File: config.mk
export PLATFORM = sky130hd
export DESIGN_NAME = serial_eeprom_autoload
export DESIGN_NICKNAME = d
export VERILOG_FILES = /design/src/hdl/eeload_pkg.sv /design/src/hdl/ee_byte_fetch.sv /design/src/hdl/serial_eeprom_autoload.sv
export SDC_FILE = /design/constraint.sdc
export NUM_CORES = 1
export LEC_CHECK = 0
export BUFFER_PORTS_ARGS = -buffer_cell sky130_fd_sc_hd__buf_2
export CORE_ASPECT_RATIO = 1.2
export CORE_MARGIN = 4
export CORE_UTILIZATION = 53
export DETAILED_ROUTE_END_ITERATION = 8
export PLACE_DENSITY = 0.8
export SLEW_MARGIN = 40
export SYNTH_ARGS = -nofsm -noshare
export SYNTH_HDL_FRONTEND = slang
export SYNTH_SLANG_ARGS = --single-unit
File: constraint.sdc
create_clock -name CLK -period 2.8 [get_ports CLK]
set_input_delay 0.28 -clock CLK [delete_from_list [all_inputs] [get_ports CLK]]
set_output_delay 0.28 -clock CLK [all_outputs]
set_load 0.02 [all_outputs]
File: src/hdl/eeload_pkg.sv
`default_nettype none
package eeload_pkg;

   // image layout of the configuration storage
   localparam logic [7:0] SIG_VALUE   = 8'hA5;   // programmed-image marker
   localparam logic [7:0] SIG_ADDR    = 8'h00;   // marker byte address
   localparam logic [7:0] MAC_FIRST   = 8'h01;   // first station address octet
   localparam logic [7:0] MAC_LAST    = 8'h06;   // last station address octet
   localparam logic [7:0] FS_ADDR     = 8'h07;   // full-speed polling interval
   localparam logic [7:0] HS_ADDR     = 8'h08;   // high-speed polling interval
   localparam logic [7:0] CFG0_ADDR   = 8'h09;   // first configuration flag byte
   localparam logic [7:0] LANG_LO     = 8'h0A;   // language id low byte
   localparam logic [7:0] LANG_HI     = 8'h0B;   // language id high byte
   localparam logic [7:0] STR_BASE    = 8'h0C;   // first length/pointer pair
   localparam int         STR_COUNT   = 4;       // manufacturer, product, serial, config
   localparam logic [7:0] IMG_LAST    = 8'h13;   // last byte of the header image
   localparam int         IMG_DEPTH   = 20;      // bytes 00h..13h kept locally
   localparam logic [7:0] WAKE_ADDR   = 8'h20;   // power/wake flag byte

   // power/wake flag byte fields
   localparam int WAKE_DA_BIT    = 0;            // destination match enable
   localparam int WAKE_MAGIC_BIT = 1;            // magic packet enable
   localparam int WAKE_SEL_BIT   = 2;            // 0 = wake events, 1 = link-up

   // built-in defaults when no programmed image is found
   localparam logic [7:0] DEF_MAC_BYTE = 8'hFF;
   localparam logic [7:0] DEF_FS       = 8'h01;
   localparam logic [7:0] DEF_HS       = 8'h04;
   localparam logic [7:0] DEF_CFG0     = 8'h1B;
   localparam logic [7:0] DEF_OTHER    = 8'h00;  // language, strings, wake byte

   // register map of the plain register port
   localparam logic [7:0] REG_CTRL     = 8'h00;  // bit0 write 1 = soft reload
   localparam logic [7:0] REG_STATUS   = 8'h04;  // ready, programmed, busy
   localparam logic [7:0] REG_MAC_HI   = 8'h08;  // station address octets 1..4
   localparam logic [7:0] REG_MAC_LO   = 8'h0C;  // station address octets 5..6
   localparam logic [7:0] REG_WAKE     = 8'h10;  // raw wake flag byte
   localparam int CTRL_SOFT_BIT  = 0;
   localparam int STAT_READY_BIT = 0;
   localparam int STAT_PROG_BIT  = 1;
   localparam int STAT_BUSY_BIT  = 2;

   // decoded configuration handed to the usb core
   typedef struct packed {
      logic [47:0] mac;
      logic [7:0]  fs_interval;
      logic [7:0]  hs_interval;
      logic [7:0]  cfg_flags0;
      logic [15:0] lang_id;
   } usb_cfg_t;

   // one string descriptor: length and byte address
   typedef struct packed {
      logic [7:0] len;
      logic [8:0] byte_addr;
   } str_desc_t;

   // decoded wake selections
   typedef struct packed {
      logic wake_source_select;
      logic magic_wake_enable;
      logic dest_match_wake_enable;
   } wake_cfg_t;

   // byte read request toward the eeprom controller
   typedef struct packed {
      logic       req;
      logic [7:0] addr;
   } ee_req_t;

   // loader sequencer states
   typedef enum logic [2:0] {
      S_IDLE  = 3'b001,
      S_ISSUE = 3'b010,
      S_WAIT  = 3'b100
   } load_state_t;

endpackage
`default_nettype wire

File: src/hdl/ee_byte_fetch.sv
`timescale 1ns/10ps
`default_nettype none
module ee_byte_fetch (
   // clock and reset
   input  wire logic               clk,
   input  wire logic               rst_b,
   input  wire logic               ce,
   // loader side
   input  wire logic               start,
   input  wire logic [7:0]         addr,
   output logic                    done,
   output logic [7:0]              data,
   // eeprom controller side
   output eeload_pkg::ee_req_t     ee_req,
   input  wire logic               ee_ack,
   input  wire logic [7:0]         ee_data
);
   import eeload_pkg::*;

   // request stays up until the controller acknowledges it
   always_ff @(posedge clk or negedge rst_b) begin
      if (!rst_b) begin
         ee_req <= '0;
      end else if (ce) begin
         if (start && !ee_req.req) begin
            ee_req.req  <= 1'b1;
            ee_req.addr <= addr;
         end else if (ee_req.req && ee_ack) begin
            ee_req.req <= 1'b0;
         end
      end
   end

   // capture the byte and flag completion one cycle after the ack
   always_ff @(posedge clk or negedge rst_b) begin
      if (!rst_b) begin
         data <= 8'h00;
         done <= 1'b0;
      end else if (ce) begin
         done <= ee_req.req && ee_ack;
         if (ee_req.req && ee_ack) begin
            data <= ee_data;
         end
      end
   end
endmodule // ee_byte_fetch
`default_nettype wire

File: src/hdl/serial_eeprom_autoload.sv
// Design decisions made here: the plain strobed port and the placing of the registers.
`timescale 1ns/10ps
`default_nettype none
module serial_eeprom_autoload (
   // clock, reset, clock enable
   input  wire logic                                     CLK,
   input  wire logic                                     RST_B,
   input  wire logic                                     CE,
   // reload triggers
   input  wire logic                                     USB_BUS_RESET,
   input  wire logic                                     EXTERNAL_RESET_PIN_B,
   // register port
   input  wire logic [7:0]                               REG_ADDR,
   input  wire logic [31:0]                              REG_WDATA,
   input  wire logic                                     REG_WR,
   input  wire logic                                     REG_RD,
   output logic [31:0]                                   REG_RDATA,
   // eeprom controller
   output eeload_pkg::ee_req_t                           EE_REQ,
   input  wire logic                                     EE_ACK,
   input  wire logic [7:0]                               EE_DATA,
   // configuration consumers
   output eeload_pkg::usb_cfg_t                          USB_CFG,
   output eeload_pkg::str_desc_t [eeload_pkg::STR_COUNT-1:0] STR_DESC,
   output eeload_pkg::wake_cfg_t                         WAKE_CFG,
   output logic                                          CONFIG_READY
);
   import eeload_pkg::*;
   // local image copy feeds every consumer
   // half full loads hide behind low ready

   // default content of one header image byte
   // built-in values
   function automatic logic [7:0] default_byte(input int idx);
      logic [7:0] b;
      b = DEF_OTHER;
      if (idx >= int'(MAC_FIRST) && idx <= int'(MAC_LAST)) begin
         b = DEF_MAC_BYTE;
      end else if (idx == int'(FS_ADDR)) begin
         b = DEF_FS;
      end else if (idx == int'(HS_ADDR)) begin
         b = DEF_HS;
      end else if (idx == int'(CFG0_ADDR)) begin
         b = DEF_CFG0;
      end
      return b;
   endfunction

   // sequencer bookkeeping
   load_state_t state;                 // sequencer state
   logic [7:0]  cur_addr;              // byte being fetched
   // pending requests
   logic        mode_full;             // 1 = full load, 0 = address only
   logic        full_pend;             // full load waiting to start
   logic        mac_pend;              // address-only load waiting
   logic        ext_held;              // pin was seen asserted
   logic        programmed;            // last marker check passed
   // image storage
   logic [7:0]  img [0:IMG_DEPTH-1];   // header image 00h..13h
   logic [7:0]  wake_byte;             // power/wake flag byte
   // fetcher handshake
   logic        fetch_start;           // one-cycle fetch launch
   logic        fetch_done;            // fetched byte available
   logic [7:0]  fetch_data;            // fetched byte
   logic        soft_wr;               // soft reload request written
   // current fetch decode
   logic        sig_ok;                // fetched marker matches
   logic        at_sig;                // current fetch is the marker
   logic        last_byte;             // current fetch ends the load
   logic [7:0]  next_addr;             // address after the current one

   // byte fetcher toward the eeprom controller
   // one byte in flight at a time
   ee_byte_fetch u_fetch (
      .clk     (CLK),
      .rst_b   (RST_B),
      .ce      (CE),
      .start   (fetch_start),
      .addr    (cur_addr),
      .done    (fetch_done),
      .data    (fetch_data),
      .ee_req  (EE_REQ),
      .ee_ack  (EE_ACK),
      .ee_data (EE_DATA)
   );

   // launch, soft strobe, marker
   assign fetch_start = (state == S_ISSUE);
   assign soft_wr     = REG_WR && (REG_ADDR == REG_CTRL) && REG_WDATA[CTRL_SOFT_BIT];
   assign at_sig      = (cur_addr == SIG_ADDR);
   assign sig_ok      = (fetch_data == SIG_VALUE);

   // sequence of addresses: marker, header image, wake byte
   // address-only stops at 06h
   // full load jumps 13h to 20h
   always_comb begin
      // default: next byte
      next_addr = cur_addr + 8'h01;
      last_byte = 1'b0;
      if (!mode_full && cur_addr == MAC_LAST) begin
         last_byte = 1'b1;
      end else if (cur_addr == IMG_LAST) begin
         next_addr = WAKE_ADDR;
      end else if (cur_addr == WAKE_ADDR) begin
         last_byte = 1'b1;
      end
   end

   // pin assertion is remembered; the load starts once it is released
   // release edge also raises full_pend
   always_ff @(posedge CLK or negedge RST_B) begin
      if (!RST_B) begin
         ext_held <= 1'b0;
      end else if (CE) begin
         if (!EXTERNAL_RESET_PIN_B) begin
            // pin low: arm
            ext_held <= 1'b1;
         end else begin
            // released: disarm
            ext_held <= 1'b0;
         end
      end
   end

   // full load request: after reset, pin release, or soft bit; set wins
   // set at reset: power-on load
   always_ff @(posedge CLK or negedge RST_B) begin
      if (!RST_B) begin
         full_pend <= 1'b1;
      end else if (CE) begin
         if (soft_wr || (ext_held && EXTERNAL_RESET_PIN_B)) begin
            full_pend <= 1'b1;
         end else if (state == S_IDLE && EXTERNAL_RESET_PIN_B) begin
            // taken while idle
            full_pend <= 1'b0;
         end
      end
   end

   // address-only request from a usb bus reset; set wins
   // waits here during a load
   always_ff @(posedge CLK or negedge RST_B) begin
      if (!RST_B) begin
         mac_pend <= 1'b0;
      end else if (CE) begin
         if (USB_BUS_RESET) begin
            mac_pend <= 1'b1;
         end else if (state == S_IDLE && EXTERNAL_RESET_PIN_B) begin
            // taken, or superseded
            mac_pend <= 1'b0;
         end
      end
   end

   // load sequencer
   // issue, ack wait, done cycle
   // bad marker ends the load
   always_ff @(posedge CLK or negedge RST_B) begin
      if (!RST_B) begin
         state     <= S_IDLE;
         cur_addr  <= SIG_ADDR;
         mode_full <= 1'b1;
      end else if (CE) begin
         unique case (state)
            S_IDLE: begin
               // wait while the pin is asserted, then pick a request
               if (EXTERNAL_RESET_PIN_B && (full_pend || mac_pend)) begin
                  state     <= S_ISSUE;
                  cur_addr  <= SIG_ADDR;
                  mode_full <= full_pend;
               end
            end
            S_ISSUE: begin
               // fetch_start high here
               state <= S_WAIT;
            end
            S_WAIT: begin
               // wait for the byte
               if (fetch_done) begin
                  if (full_pend) begin
                     // a newer full load supersedes this one
                     state <= S_IDLE;
                  end else if ((at_sig && !sig_ok) || last_byte) begin
                     // blank or last byte
                     state <= S_IDLE;
                  end else begin
                     // next address
                     state    <= S_ISSUE;
                     cur_addr <= next_addr;
                  end
               end
            end
         endcase
      end
   end

   // marker result, kept for status
   // superseded loads keep it
   always_ff @(posedge CLK or negedge RST_B) begin
      if (!RST_B) begin
         programmed <= 1'b0;
      end else if (CE) begin
         if (state == S_WAIT && fetch_done && at_sig && !full_pend) begin
            programmed <= sig_ok;
         end
      end
   end

   // header image: fetched bytes or defaults
   // defaults stand from reset
   // superseded loads write nothing more
   always_ff @(posedge CLK or negedge RST_B) begin
      if (!RST_B) begin
         for (int i = 0; i < IMG_DEPTH; i++) begin
            img[i] <= default_byte(i);
         end
      end else if (CE) begin
         if (state == S_WAIT && fetch_done && !full_pend) begin
            // blank: defaults
            if (at_sig && !sig_ok) begin
               for (int i = 0; i < IMG_DEPTH; i++) begin
                  // address-only reload touches only address octets
                  if (mode_full || (i >= int'(MAC_FIRST) && i <= int'(MAC_LAST))) begin
                     img[i] <= default_byte(i);
                  end
               end
            end else if (!at_sig && cur_addr <= IMG_LAST) begin
               // store at offset
               img[cur_addr[4:0]] <= fetch_data;
            end
         end
      end
   end

   // wake flag byte: fetched in a full load, else default
   // untouched by address-only
   always_ff @(posedge CLK or negedge RST_B) begin
      if (!RST_B) begin
         wake_byte <= DEF_OTHER;
      end else if (CE) begin
         if (state == S_WAIT && fetch_done && !full_pend && mode_full) begin
            if (at_sig && !sig_ok) begin
               wake_byte <= DEF_OTHER;
            end else if (cur_addr == WAKE_ADDR) begin
               // final full-load byte
               wake_byte <= fetch_data;
            end
         end
      end
   end

   // decoded usb configuration
   // octet 01h on top
   always_comb begin
      USB_CFG.mac         = {img[1], img[2], img[3], img[4], img[5], img[6]};
      USB_CFG.fs_interval = img[FS_ADDR[4:0]];
      USB_CFG.hs_interval = img[HS_ADDR[4:0]];
      USB_CFG.cfg_flags0  = img[CFG0_ADDR[4:0]];
      USB_CFG.lang_id     = {img[LANG_HI[4:0]], img[LANG_LO[4:0]]};
   end

   // string descriptor pairs: length then word pointer
   // pair g at 0Ch + 2g
   // word pointer doubled
   genvar g;
   generate
      for (g = 0; g < STR_COUNT; g++) begin : g_str
         localparam int LEN_IDX = int'(STR_BASE) + 2 * g;
         assign STR_DESC[g].len       = img[LEN_IDX];
         assign STR_DESC[g].byte_addr = {img[LEN_IDX + 1], 1'b0};
      end
   endgenerate

   // wake decode; link-up selection masks the event enables
   // select bit passed raw
   always_comb begin
      WAKE_CFG.wake_source_select     = wake_byte[WAKE_SEL_BIT];
      WAKE_CFG.magic_wake_enable      = wake_byte[WAKE_MAGIC_BIT] && !wake_byte[WAKE_SEL_BIT];
      WAKE_CFG.dest_match_wake_enable = wake_byte[WAKE_DA_BIT] && !wake_byte[WAKE_SEL_BIT];
   end

   // ready only when no full load is running or waiting
   // address-only load
   // keeps ready high
   assign CONFIG_READY = !full_pend && !ext_held && EXTERNAL_RESET_PIN_B
                         && (state == S_IDLE || !mode_full);

   // register read port, data one cycle after the strobe
   // no read side effects
   always_ff @(posedge CLK or negedge RST_B) begin
      if (!RST_B) begin
         REG_RDATA <= 32'h0000_0000;
      end else if (CE) begin
         REG_RDATA <= 32'h0000_0000;
         if (REG_RD) begin
            // decode address
            unique case (REG_ADDR)
               REG_STATUS: begin
                  // low status bits
                  REG_RDATA[STAT_READY_BIT] <= CONFIG_READY;
                  REG_RDATA[STAT_PROG_BIT]  <= programmed;
                  REG_RDATA[STAT_BUSY_BIT]  <= (state != S_IDLE);
               end
               REG_MAC_HI: begin
                  // octets 01h..04h
                  REG_RDATA <= USB_CFG.mac[47:16];
               end
               REG_MAC_LO: begin
                  // octets 05h, 06h
                  REG_RDATA[15:0] <= USB_CFG.mac[15:0];
               end
               REG_WAKE: begin
                  // raw, not masked
                  REG_RDATA[7:0] <= wake_byte;
               end
               default: begin
                  // control reads zero; unmapped addresses read zero
                  REG_RDATA <= 32'h0000_0000;
               end
            endcase
         end
      end
   end

endmodule // serial_eeprom_autoload
`default_nettype wire

==> results of run 1 <==
[registers in the layout (all words and copies together), names as in the netlist]
register,flops
USB_CFG,88
STR_DESC,64
REG_RDATA,32
u_fetch.ee_req,9
cur_addr,8
u_fetch.data,8
wake_byte,8
state,3
ext_held,1
full_pend,1
mac_pend,1
mode_full,1
programmed,1
u_fetch.done,1
[routing by layer]
metal  vias up  routed length (um)  share of wire, %
li1       3632                   -                 -
met2       406               13400                48
met1      3987               11000                40
met4         0                 704               2.5
met3        61                2640               9.5
met5         -                   0                 0
[kinds of logic after synthesis]
| family | Yosys count | share of synthesized area, % |
|---|---|---|
| xor+xnor | 1 | 0.0911 |
| buf+inv | 64 | 2.90 |
| fa+ha+maj | 4 | 0.520 |
| compound gates | 261 | 18.0 |
| simple gates | 300 | 15.7 |
| other cells | 1 | 0.0390 |
| mux | 28 | 3.15 |
| flops | 226 | 59.5 |
[layout make-up]
class	count	area, um^2	share of cell area (%)
sequential	226	5730	48.6
timing repair buffer	259	1430	12.1
tap	220	275	2.34
multi-input combinational	598	3660	31.0
clock buffer	37	658	5.58
inverter	6	22.5	0.191
clock inverter	4	20.0	0.170
[cells in the mapped netlist (5+ instances only)]
library cell	number
o2bb2ai_1	9
nand3_1	46
nor3b_1	6
clkbuf_1	39
o21ai_0	121
a32oi_1	9
or4_1	5
dfrtp_1	169
inv_1	5
nand2_1	135
dfstp_2	57
mux2i_1	10
nor2b_1	12
buf_4	5
nor2_1	42
nand2b_1	5
buf_2	10
mux2_2	18
a21oi_1	17
and3_1	10
a22oi_1	8
a22o_1	27
o21ai_1	6
o22a_1	36
[worst max-delay path, stage by stage (launching register included)]
cell      delay, ns
dfrtp_1        0.43
inv_1          0.13
ha_1           0.28
buf_4          0.18
nor3b_1        0.32
a211oi_2       0.12
buf_4          0.20
a32oi_1        0.70
nand2_1        0.12
o21ai_0        0.10
[where the power goes]
part | internal [W] | leakage (nW) | total, W | switching [W]
Sequential | 0.00342 | 2.89 | 0.00354 | 0.000120
Combinational | 0.000452 | 2.48 | 0.00143 | 0.000978
Clock | 0.00160 | 0.334 | 0.00283 | 0.00122
[path summary, 6_finish.rpt]
kind / end / slack, ns / cells past startpoint / start
worst max-delay path: USB_CFG[13]$_DFFE_PN0P_ / 0.12 / 9 / cur_addr[0]$_DFFE_PN0P_
worst min-delay path: u_fetch.data[3]$_DFFE_PN0P_ / 0.01 / 2 / EE_DATA[3]
worst max register to register: USB_CFG[13]$_DFFE_PN0P_ / 0.12 / 9 / cur_addr[0]$_DFFE_PN0P_
worst min register to register: STR_DESC[24]$_DFFE_PN0P_ / 0.47 / 2 / STR_DESC[24]$_DFFE_PN0P_
max in group asynchronous: USB_CFG[1]$_DFFE_PN0P_ / 1.61 / 3 / RST_B
min in group asynchronous: REG_RDATA[25]$_DFFE_PN0P_ / 0.34 / 2 / RST_B
[repair_timing]
action,4_1_cts,5_1_grt
resized for setup,0,3
endpoints found under the hold margin,44,0
hold buffers,1,0
setup endpoints to repair,0,37
buffers inserted,0,1
[through the flow]
step / std cells / worst slack, ns / hold WS, ns / instance area [um^2] / setup TNS [ns]
finish: 1350 / 0.119 / 0.0130 / 11800 / 0
global route: 1350 / -0.0965 / 0.00670 / 11800 / -1.14
CTS: 1348 / 0.00684 / 0.00268 / 11800 / 0
detailed placement: 1306 / 0.187 / 0.282 / 11100 / 0
global placement: 1306 / 0.271 / 0.278 / 11100 / 0
floorplan: 888 / 0.380 / -0.0156 / 9630 / 0
==> results.py, run 1 <==
metrics = {
    "run_status": {
        "status": "completed",
    },
    "global_routing": {
        "use_met3_pct": 6.85,
        "grt_pass1_vias": 7895,
        "use_met1_pct": 35.8,
        "grt.total_usage_pct": 26.9,
        "grt_max_degree": 92,
        "grt_busiest_layer": "met2",
        "grt_use_met2_pct": 44.0,
        "globalRoute.totalOverflow": 0,
        "grt_pass1_wl_mm": 43.6,
        "antenna_found_initial": 0,
    },
    "floorplanning": {
        "die_y_um": 156,
        "rows": 53,
        "coreArea_um2": 17700,
        "die_area_um2": 20400,
        "fp.dieW_um": 131,
        "initial_core_util_pct": 54.3,
        "boundaryPins": 257,
    },
    "timing": {
        "setup_viol": 0,
        "rsz0062_at_grt": "true",
        "timing_hold_violations_final": 0,
        "drv_slew": 0,
        "worst_pin_slew_ns": 0.827,
        "post-route-min-period_ns": 2.68,
        "fmax_mhz": 373,
        "relSlewSlack_pct": 44.9,
        "clock-skew-final_ns": 0.0142,
        "fin_crit_sh_pct": 95.8,
    },
    "setup_path": {
        "crit_type": "reg2reg",
        "worstPathArrival_ns": 3.11,
        "required_ns": 3.23,
        "startpoint_type": "register",
        "cp_max_fo": 13,
        "end_kind": "register",
    },
    "route": {
        "drc": 0,
        "drt-vias-per-instance": 5.99,
        "drt-total-wl_mm": 27.7,
        "num_vias": 8086,
        "drtIter0Drc": 685,
        "first_pass_iters": 5,
        "wl_per_cell_um": 20.5,
        "final_antenna_net_count": 0,
    },
    "yosys": {
        "avgSynthCellArea_um2": 10.9,
        "syn_inst": 885,
        "synth_top_flop_cell": "dfrtp_1",
        "synth_edf_count": 0,
        "synth_area_leaders": "dfrtp_1 44%, dfstp_2 16%, o21ai_0 6.3%",
        "synth_seq_cells": 226,
        "ys.warnings.count": 0,
        "async_flop_share_pct": 100,
        "yosysTopAreaCell": "dfrtp_1",
        "synth_top_cell_area_share_pct": 44.0,
        "ys_types": 71,
        "netlist_area_um2": 9620,
        "ys_seq_area_share_pct": 59.5,
    },
    "flow_run": {
        "cap_violations": 0,
    },
    "power": {
        "p_per_area_nw_per_um2": 662,
        "peakVddDrop_uv": 490,
        "total_power_w": 0.00780,
        "leakage_nw": 5.70,
    },
    "place": {
        "portBuffers": 221,
        "globalplace.congestion": 0.890,
        "dp.final_hpwl_mm": 19.5,
    },
    "worst_hold_path": {
        "hold_class": "in2reg",
    },
    "clock_tree": {
        "cts_num_sinks": 226,
        "numCtsBuffers": 23,
        "clk_latency_ns": 0.51,
        "cts.clk_slew.worst_paths_ns": 0.07,
        "clock_path_buffers": 3,
        "cts_tree": "yes",
        "clock-root-buffer": "clkbuf_16",
        "cts_htree_levels": 1,
    },
    "layout": {
        "layout_common_cells": "221 x buf_2, 169 x dfrtp_1, 135 x nand2_1",
        "nets": 1174,
        "fillers": 1382,
        "n_antenna_cell": 0,
        "layout-drive-gt1-share_pct": 34.4,
        "area_delta_synth_final_pct": 22.5,
        "postLayoutCoreUtil_pct": 66.6,
        "layout_commonest_cell": "buf_2",
    },
}
Note: power is estimated with default switching activity, not from simulation.
==> run 2: changes to the inputs <==
RECOVER_POWER = 100   (was default)
==> run 2 against run 1 <==
The flow now finishes with violations (max-capacitance violations, max-slew violations). Critical path depth down 1. Core utilization down 1.8 points. First-iteration DRC count down 5.5%. Cell count unchanged. Global-route usage unchanged. Non-clock buffer count unchanged. Critical path type unchanged. Clock skew down 0.0023 ns. Largest cell class unchanged. Power down 0.44%.
==> results.py, run 2 (synthesis gave the netlist of run 1 again) <==
metrics = {
    "setup_path": {
        "cp_max_fo": 17,
        "end_kind": "register",
        "r2r_slack_ns": 0.13,
        "cpMaxStageDelayCell": "or3b_2",
        "crit_buf_inv": 2,
        "path_cells": "inv_1 -> ha_1 -> or3b_2 -> a211o_1 -> nor2_2 -> buf_2 -> a21oi_1 -> a21oi_1",
        "rr_worst_depth": 8,
        "startpoint_type": "register",
        "crit_path_frequent_cell": "a21oi_1",
        "worstPathArrival_ns": 3.11,
        "cp_top_family": "compound AO/OA/AOI/OAI gates",
        "cpPeakStageDelay_ns": 0.55,
        "rr_startpoint": "cur_addr[0]$_DFFE_PN0P_",
        "required_ns": 3.23,
        "r2r_end": "USB_CFG[32]$_DFFE_PN1P_",
        "crit_type": "reg2reg",
    },
    "clock_tree": {
        "cts.clk_slew.worst_paths_ns": 0.06,
        "cts_htree_levels": 1,
        "cts_tree": "yes",
        "cts_num_sinks": 226,
        "clock-root-buffer": "clkbuf_16",
        "numCtsBuffers": 23,
        "clk_latency_ns": 0.51,
        "clock_path_buffers": 3,
    },
    "layout": {
        "layout-drive-gt1-share_pct": 16.4,
        "n_antenna_cell": 0,
        "postLayoutCoreUtil_pct": 64.7,
        "area_delta_synth_final_pct": 19.2,
        "fillers": 1504,
        "nets": 1174,
        "fin_cells": 1350,
        "largest_reg_flops": 88,
        "layout_common_cells": "209 x clkbuf_1, 169 x dfrtp_1, 135 x nand2_1",
        "layout_commonest_cell": "clkbuf_1",
        "final_cell_area_um2": 11500,
    },
    "global_routing": {
        "grt_max_degree": 92,
        "grt_pass1_wl_mm": 43.6,
        "globalRoute.totalOverflow": 0,
        "antenna_found_initial": 0,
        "grt_pass1_vias": 7895,
        "grt.total_usage_pct": 26.9,
    },
    "flow_run": {
        "cap_violations": 1,
    },
    "timing": {
        "post-route-min-period_ns": 2.67,
        "worst_pin_slew_ns": 1.76,
        "drv_slew": 74,
        "clock-skew-final_ns": 0.0120,
        "setup_viol": 0,
        "fin_crit_sh_pct": 95.5,
        "rsz0062_at_grt": "true",
        "fmax_mhz": 374,
        "timing_hold_violations_final": 0,
        "relSlewSlack_pct": -17.2,
    },
    "place": {
        "dp.final_hpwl_mm": 19.5,
        "portBuffers": 221,
        "globalplace.congestion": 0.890,
        "dp.cells": 1306,
        "place_area_um2": 11100,
    },
    "run_status": {
        "status": "finished, violations left",
        "violations": "max-capacitance violations, max-slew violations",
    },
    "worst_hold_path": {
        "worstHoldEndpoint": "u_fetch.data[3]$_DFFE_PN0P_",
        "worstHoldStart": "EE_DATA[3]",
        "hold_class": "in2reg",
        "hold_depth": 2,
    },
    "power": {
        "leakage_nw": 4.82,
        "p_per_area_nw_per_um2": 678,
        "peakVddDrop_uv": 489,
        "total_power_w": 0.00777,
    },
    "floorplanning": {
        "die_area_um2": 20400,
        "fp.dieW_um": 131,
        "die_y_um": 156,
        "boundaryPins": 257,
        "initial_core_util_pct": 54.3,
        "coreArea_um2": 17700,
        "rows": 53,
    },
    "route": {
        "num_vias": 8112,
        "drc": 0,
        "first_pass_iters": 6,
        "drt-vias-per-instance": 6.01,
        "final_antenna_net_count": 0,
        "wl_per_cell_um": 20.5,
        "drtIter0Drc": 647,
        "drt-total-wl_mm": 27.7,
    },
}
==> run 2: cell types whose count changed in the layout (fill, tap and decap cells not counted), moves of 2 or more <==
cell	change
buf_12	-2
buf_2	-197
buf_4	-5
clkbuf_1	+198
clkbuf_2	+6
o21ai_2	-2
==> run 2: layout make-up <==
class | count | area (um^2) | area share [%]
Inverter | 6 | 22.5 | 0.196
Clock buffer | 37 | 658 | 5.74
Tap cell | 220 | 275 | 2.40
Clock inverter | 4 | 20.0 | 0.175
Multi-Input combinational cell | 598 | 3630 | 31.6
Sequential cell | 226 | 5730 | 50.0
Timing Repair Buffer | 259 | 1130 | 9.88
==> run 2: timing repair <==
| item | 4_1_cts | 5_1_grt |
|---|---|---|
| buffers inserted | 0 | 1 |
| resized for setup | 0 | 3 |
| hold buffers | 1 | 0 |
| setup endpoints to repair | 0 | 37 |
| endpoints found under the hold margin | 44 | 0 |
==> run 2: worst reg2reg max path, delay by kind of cell, from the launching register on <==
family	cells	cell delay, ns
compound gates	3	0.71
fa+ha+maj	1	0.28
buf+inv	2	0.51
flops	1	0.43
simple gates	2	0.67
==> run 2: worst max path at each step <==
| stage | startpoint | end | slack, ns | cells after the start |
|---|---|---|---|---|
| 6_report | cur_addr[0]$_DFFE_PN0P_ | USB_CFG[32]$_DFFE_PN1P_ | 0.13 | 8 |
| 2_1_floorplan | cur_addr[0]$_DFFE_PN0P_ | USB_CFG[18]$_DFFE_PN0P_ | 0.38 | 7 |
| 3_5_place_dp | cur_addr[0]$_DFFE_PN0P_ | STR_DESC[48]$_DFFE_PN0P_ | 0.19 | 9 |
| 4_1_cts | state[0]$_DFFE_PN1P_ | CONFIG_READY | 0.007 | 4 |
| 3_3_place_gp | cur_addr[0]$_DFFE_PN0P_ | USB_CFG[26]$_DFFE_PN1P_ | 0.27 | 9 |
| 5_1_grt | cur_addr[5]$_DFFE_PN0P_ | STR_DESC[58]$_DFFE_PN0P_ | -0.09 | 4 |
==> run 2: metal layers <==
metal / vias to the layer above / part of all wire, % / track usage [%] / wire length [um]
met2: 375 / 49 / 44.0 / 13500
li1: 3636 / - / - / -
met4: 0 / 2.3 / 7.30 / 641
met3: 55 / 9.2 / 6.85 / 2540
met5: - / 0 / 0 / 0
met1: 4046 / 40 / 35.8 / 11100
==> run 2: through the flow <==
stage	setup slack, ns	hold slack [ns]	TNS, ns
final	0.126	0.0131	0
after global routing	-0.0852	0.00670	-2.15
after detailed placement	0.187	0.282	0
after CTS	0.00684	0.00268	0
after floorplan	0.380	-0.0156	0
after global placement	0.271	0.278	0
==> run 2: report_power, final <==
part           internal (W)  leakage (nW)  switching [W]
logic              0.000431          1.59       0.000973
clock network       0.00160         0.334        0.00122
registers           0.00342          2.89       0.000119
total               0.00546          4.82        0.00231
==> run 3: changes to the inputs <==
HOLD_SLACK_MARGIN = 0.03   (was default)
clock period = 2.55 ns   (was 2.8 ns; I/O delays follow)
==> run 3 against run 2 <==
The flow still finishes with violations (max-capacitance violations, max-slew violations). Sequential cell count is the same. Combinational power increased by 16%. Clock power rose by 30%. Cell count is 2.3% higher. Die area unchanged. Sequential power up 9.6%. Design area rose by 3.7%. Setup slack better by 0.014 ns. Critical path depth decreased by 4. Clock skew is 0.0015 ns lower. Global-route usage grew 0.48 points. Largest cell class unchanged.
==> results.py, run 3 (synthesis gave the netlist of run 1 again) <==
metrics = {
    "place": {
        "dp.final_hpwl_mm": 20.0,
        "portBuffers": 221,
        "place_area_um2": 11300,
        "globalplace.congestion": 0.927,
    },
    "layout": {
        "seqCellArea_um2": 5730,
        "n_antenna_cell": 0,
        "area_delta_synth_final_pct": 23.6,
        "fillers": 1491,
        "largest_reg_flops": 88,
        "layout-drive-gt1-share_pct": 18.0,
        "final_cell_area_um2": 11900,
        "nets": 1205,
        "layout_common_cells": "205 x clkbuf_1, 169 x dfrtp_1, 135 x nand2_1",
        "multi_input_area_um2": 3610,
        "layout_commonest_cell": "clkbuf_1",
        "postLayoutCoreUtil_pct": 67.2,
    },
    "clock_tree": {
        "clock-root-buffer": "clkbuf_16",
        "cts_num_sinks": 226,
        "clock_path_buffers": 3,
        "cts.clk_slew.worst_paths_ns": 0.07,
        "cts_tree": "yes",
        "clk_latency_ns": 0.51,
        "cts_htree_levels": 1,
        "numCtsBuffers": 22,
    },
    "timing": {
        "fin_setup_tns_ns": 0,
        "clock-skew-final_ns": 0.0104,
        "rsz0062_at_grt": "false",
        "setup_viol": 0,
        "relSlewSlack_pct": -35.1,
        "drv_slew": 84,
        "timing_hold_violations_final": 0,
        "post-route-min-period_ns": 2.41,
        "fin_crit_sh_pct": 94.5,
        "worst_pin_slew_ns": 2.03,
        "fin_hold_ws_ns": 0.0473,
        "fmax_mhz": 415,
    },
    "route": {
        "drt-vias-per-instance": 5.91,
        "highest_layer": "met4",
        "wl_met3_mm": 2.65,
        "first_pass_iters": 7,
        "num_vias": 8167,
        "drtIter0Drc": 717,
        "final_antenna_net_count": 0,
        "drc": 0,
        "drt-total-wl_mm": 28.3,
        "wirelength_met1_mm": 11.1,
        "wl_per_cell_um": 20.5,
        "met2_length_mm": 13.9,
    },
    "worst_hold_path": {
        "worstHoldEndpoint": "full_pend$_DFFE_PN1P_",
        "worstHoldStart": "REG_WR",
        "hold_class": "in2reg",
        "hold_depth": 3,
    },
    "setup_path": {
        "worstPathArrival_ns": 2.15,
        "required_ns": 2.30,
        "worstSetupStartpoint": "state[0]$_DFFE_PN1P_",
        "rr_startpoint": "cur_addr[3]$_DFFE_PN0P_",
        "cpMaxStageDelayCell": "dfstp_1",
        "cp_max_fo": 6,
        "end_kind": "output port",
        "path_cells": "nor3b_1 -> nor2b_1 -> nor4b_2 -> clkbuf_2",
        "rr_worst_depth": 7,
        "startpoint_type": "register",
        "r2r_end": "STR_DESC[47]$_DFFE_PN0P_",
        "r2r_slack_ns": 0.16,
        "cpPeakStageDelay_ns": 0.61,
        "crit_type": "reg2out",
    },
    "power": {
        "total_power_w": 0.00919,
        "leakage_nw": 5.01,
        "p_per_area_nw_per_um2": 773,
        "peakVddDrop_uv": 575,
    },
    "floorplanning": {
        "die_area_um2": 20400,
        "die_y_um": 156,
        "fp.dieW_um": 131,
        "rows": 53,
        "initial_core_util_pct": 54.3,
        "boundaryPins": 257,
        "coreArea_um2": 17700,
    },
    "global_routing": {
        "grt_pass1_vias": 7962,
        "antenna_found_initial": 0,
        "grt_max_degree": 87,
        "grt_pass1_wl_mm": 44.5,
        "globalRoute.totalOverflow": 0,
        "grt.total_usage_pct": 27.4,
    },
    "run_status": {
        "status": "finished, violations left",
        "violations": "max-capacitance violations, max-slew violations",
    },
    "flow_run": {
        "cap_violations": 1,
    },
}
## run 3: timing repair
action / 4_1_cts / 5_1_grt
hold endpoints to repair: 62 / 0
buffers inserted: 0 / 0
endpoints found under the setup margin: 1 / 0
gates resized for setup: 1 / 0
hold buffers: 11 / 0
## run 3: where the power goes
group	internal, W	total [W]	switching (W)
clock	0.00227	0.00368	0.00141
sequential	0.00376	0.00388	0.000118
combinational	0.000539	0.00163	0.00109
total	0.00657	0.00919	0.00262
## run 3: worst max-delay path: cells and delay by family (launching register included)
family | cells | cell delay [ns]
buffers and inverters | 1 | 0.25
flip-flops | 1 | 0.61
AND/OR/NAND/NOR | 3 | 0.79
## run 3: metal layers
metal,vias to the layer above,track usage [%]
met1,4033,36.0
li1,3697,-
met4,0,6.12
met5,-,0
met2,391,46.2
met3,46,6.44
## run 3: metrics by stage
stage,setup slack [ns],cells
CTS,0.172,1381
detailed placement,0.191,1330
finish,0.140,1381
global route,0.0300,1381
global placement,0.253,1330
floorplan,0.130,888
## run 3: cell type report
class | instances | share of cell area (%)
sequential | 226 | 48.2
tap | 220 | 2.32
inverter | 6 | 0.189
multi-input combinational | 598 | 30.4
timing repair buffer | 291 | 12.0
clock inverter | 13 | 1.67
clock buffer | 27 | 5.30
## run 3: how the worst max path moves through the flow
stage | endpoint | depth (start not counted)
after floorplan | USB_CFG[18]$_DFFE_PN0P_ | 7
after global placement | USB_CFG[37]$_DFFE_PN0P_ | 5
after detailed placement | STR_DESC[37]$_DFFE_PN0P_ | 5
after CTS | USB_CFG[39]$_DFFE_PN0P_ | 5
after global routing | CONFIG_READY | 4
final | CONFIG_READY | 4
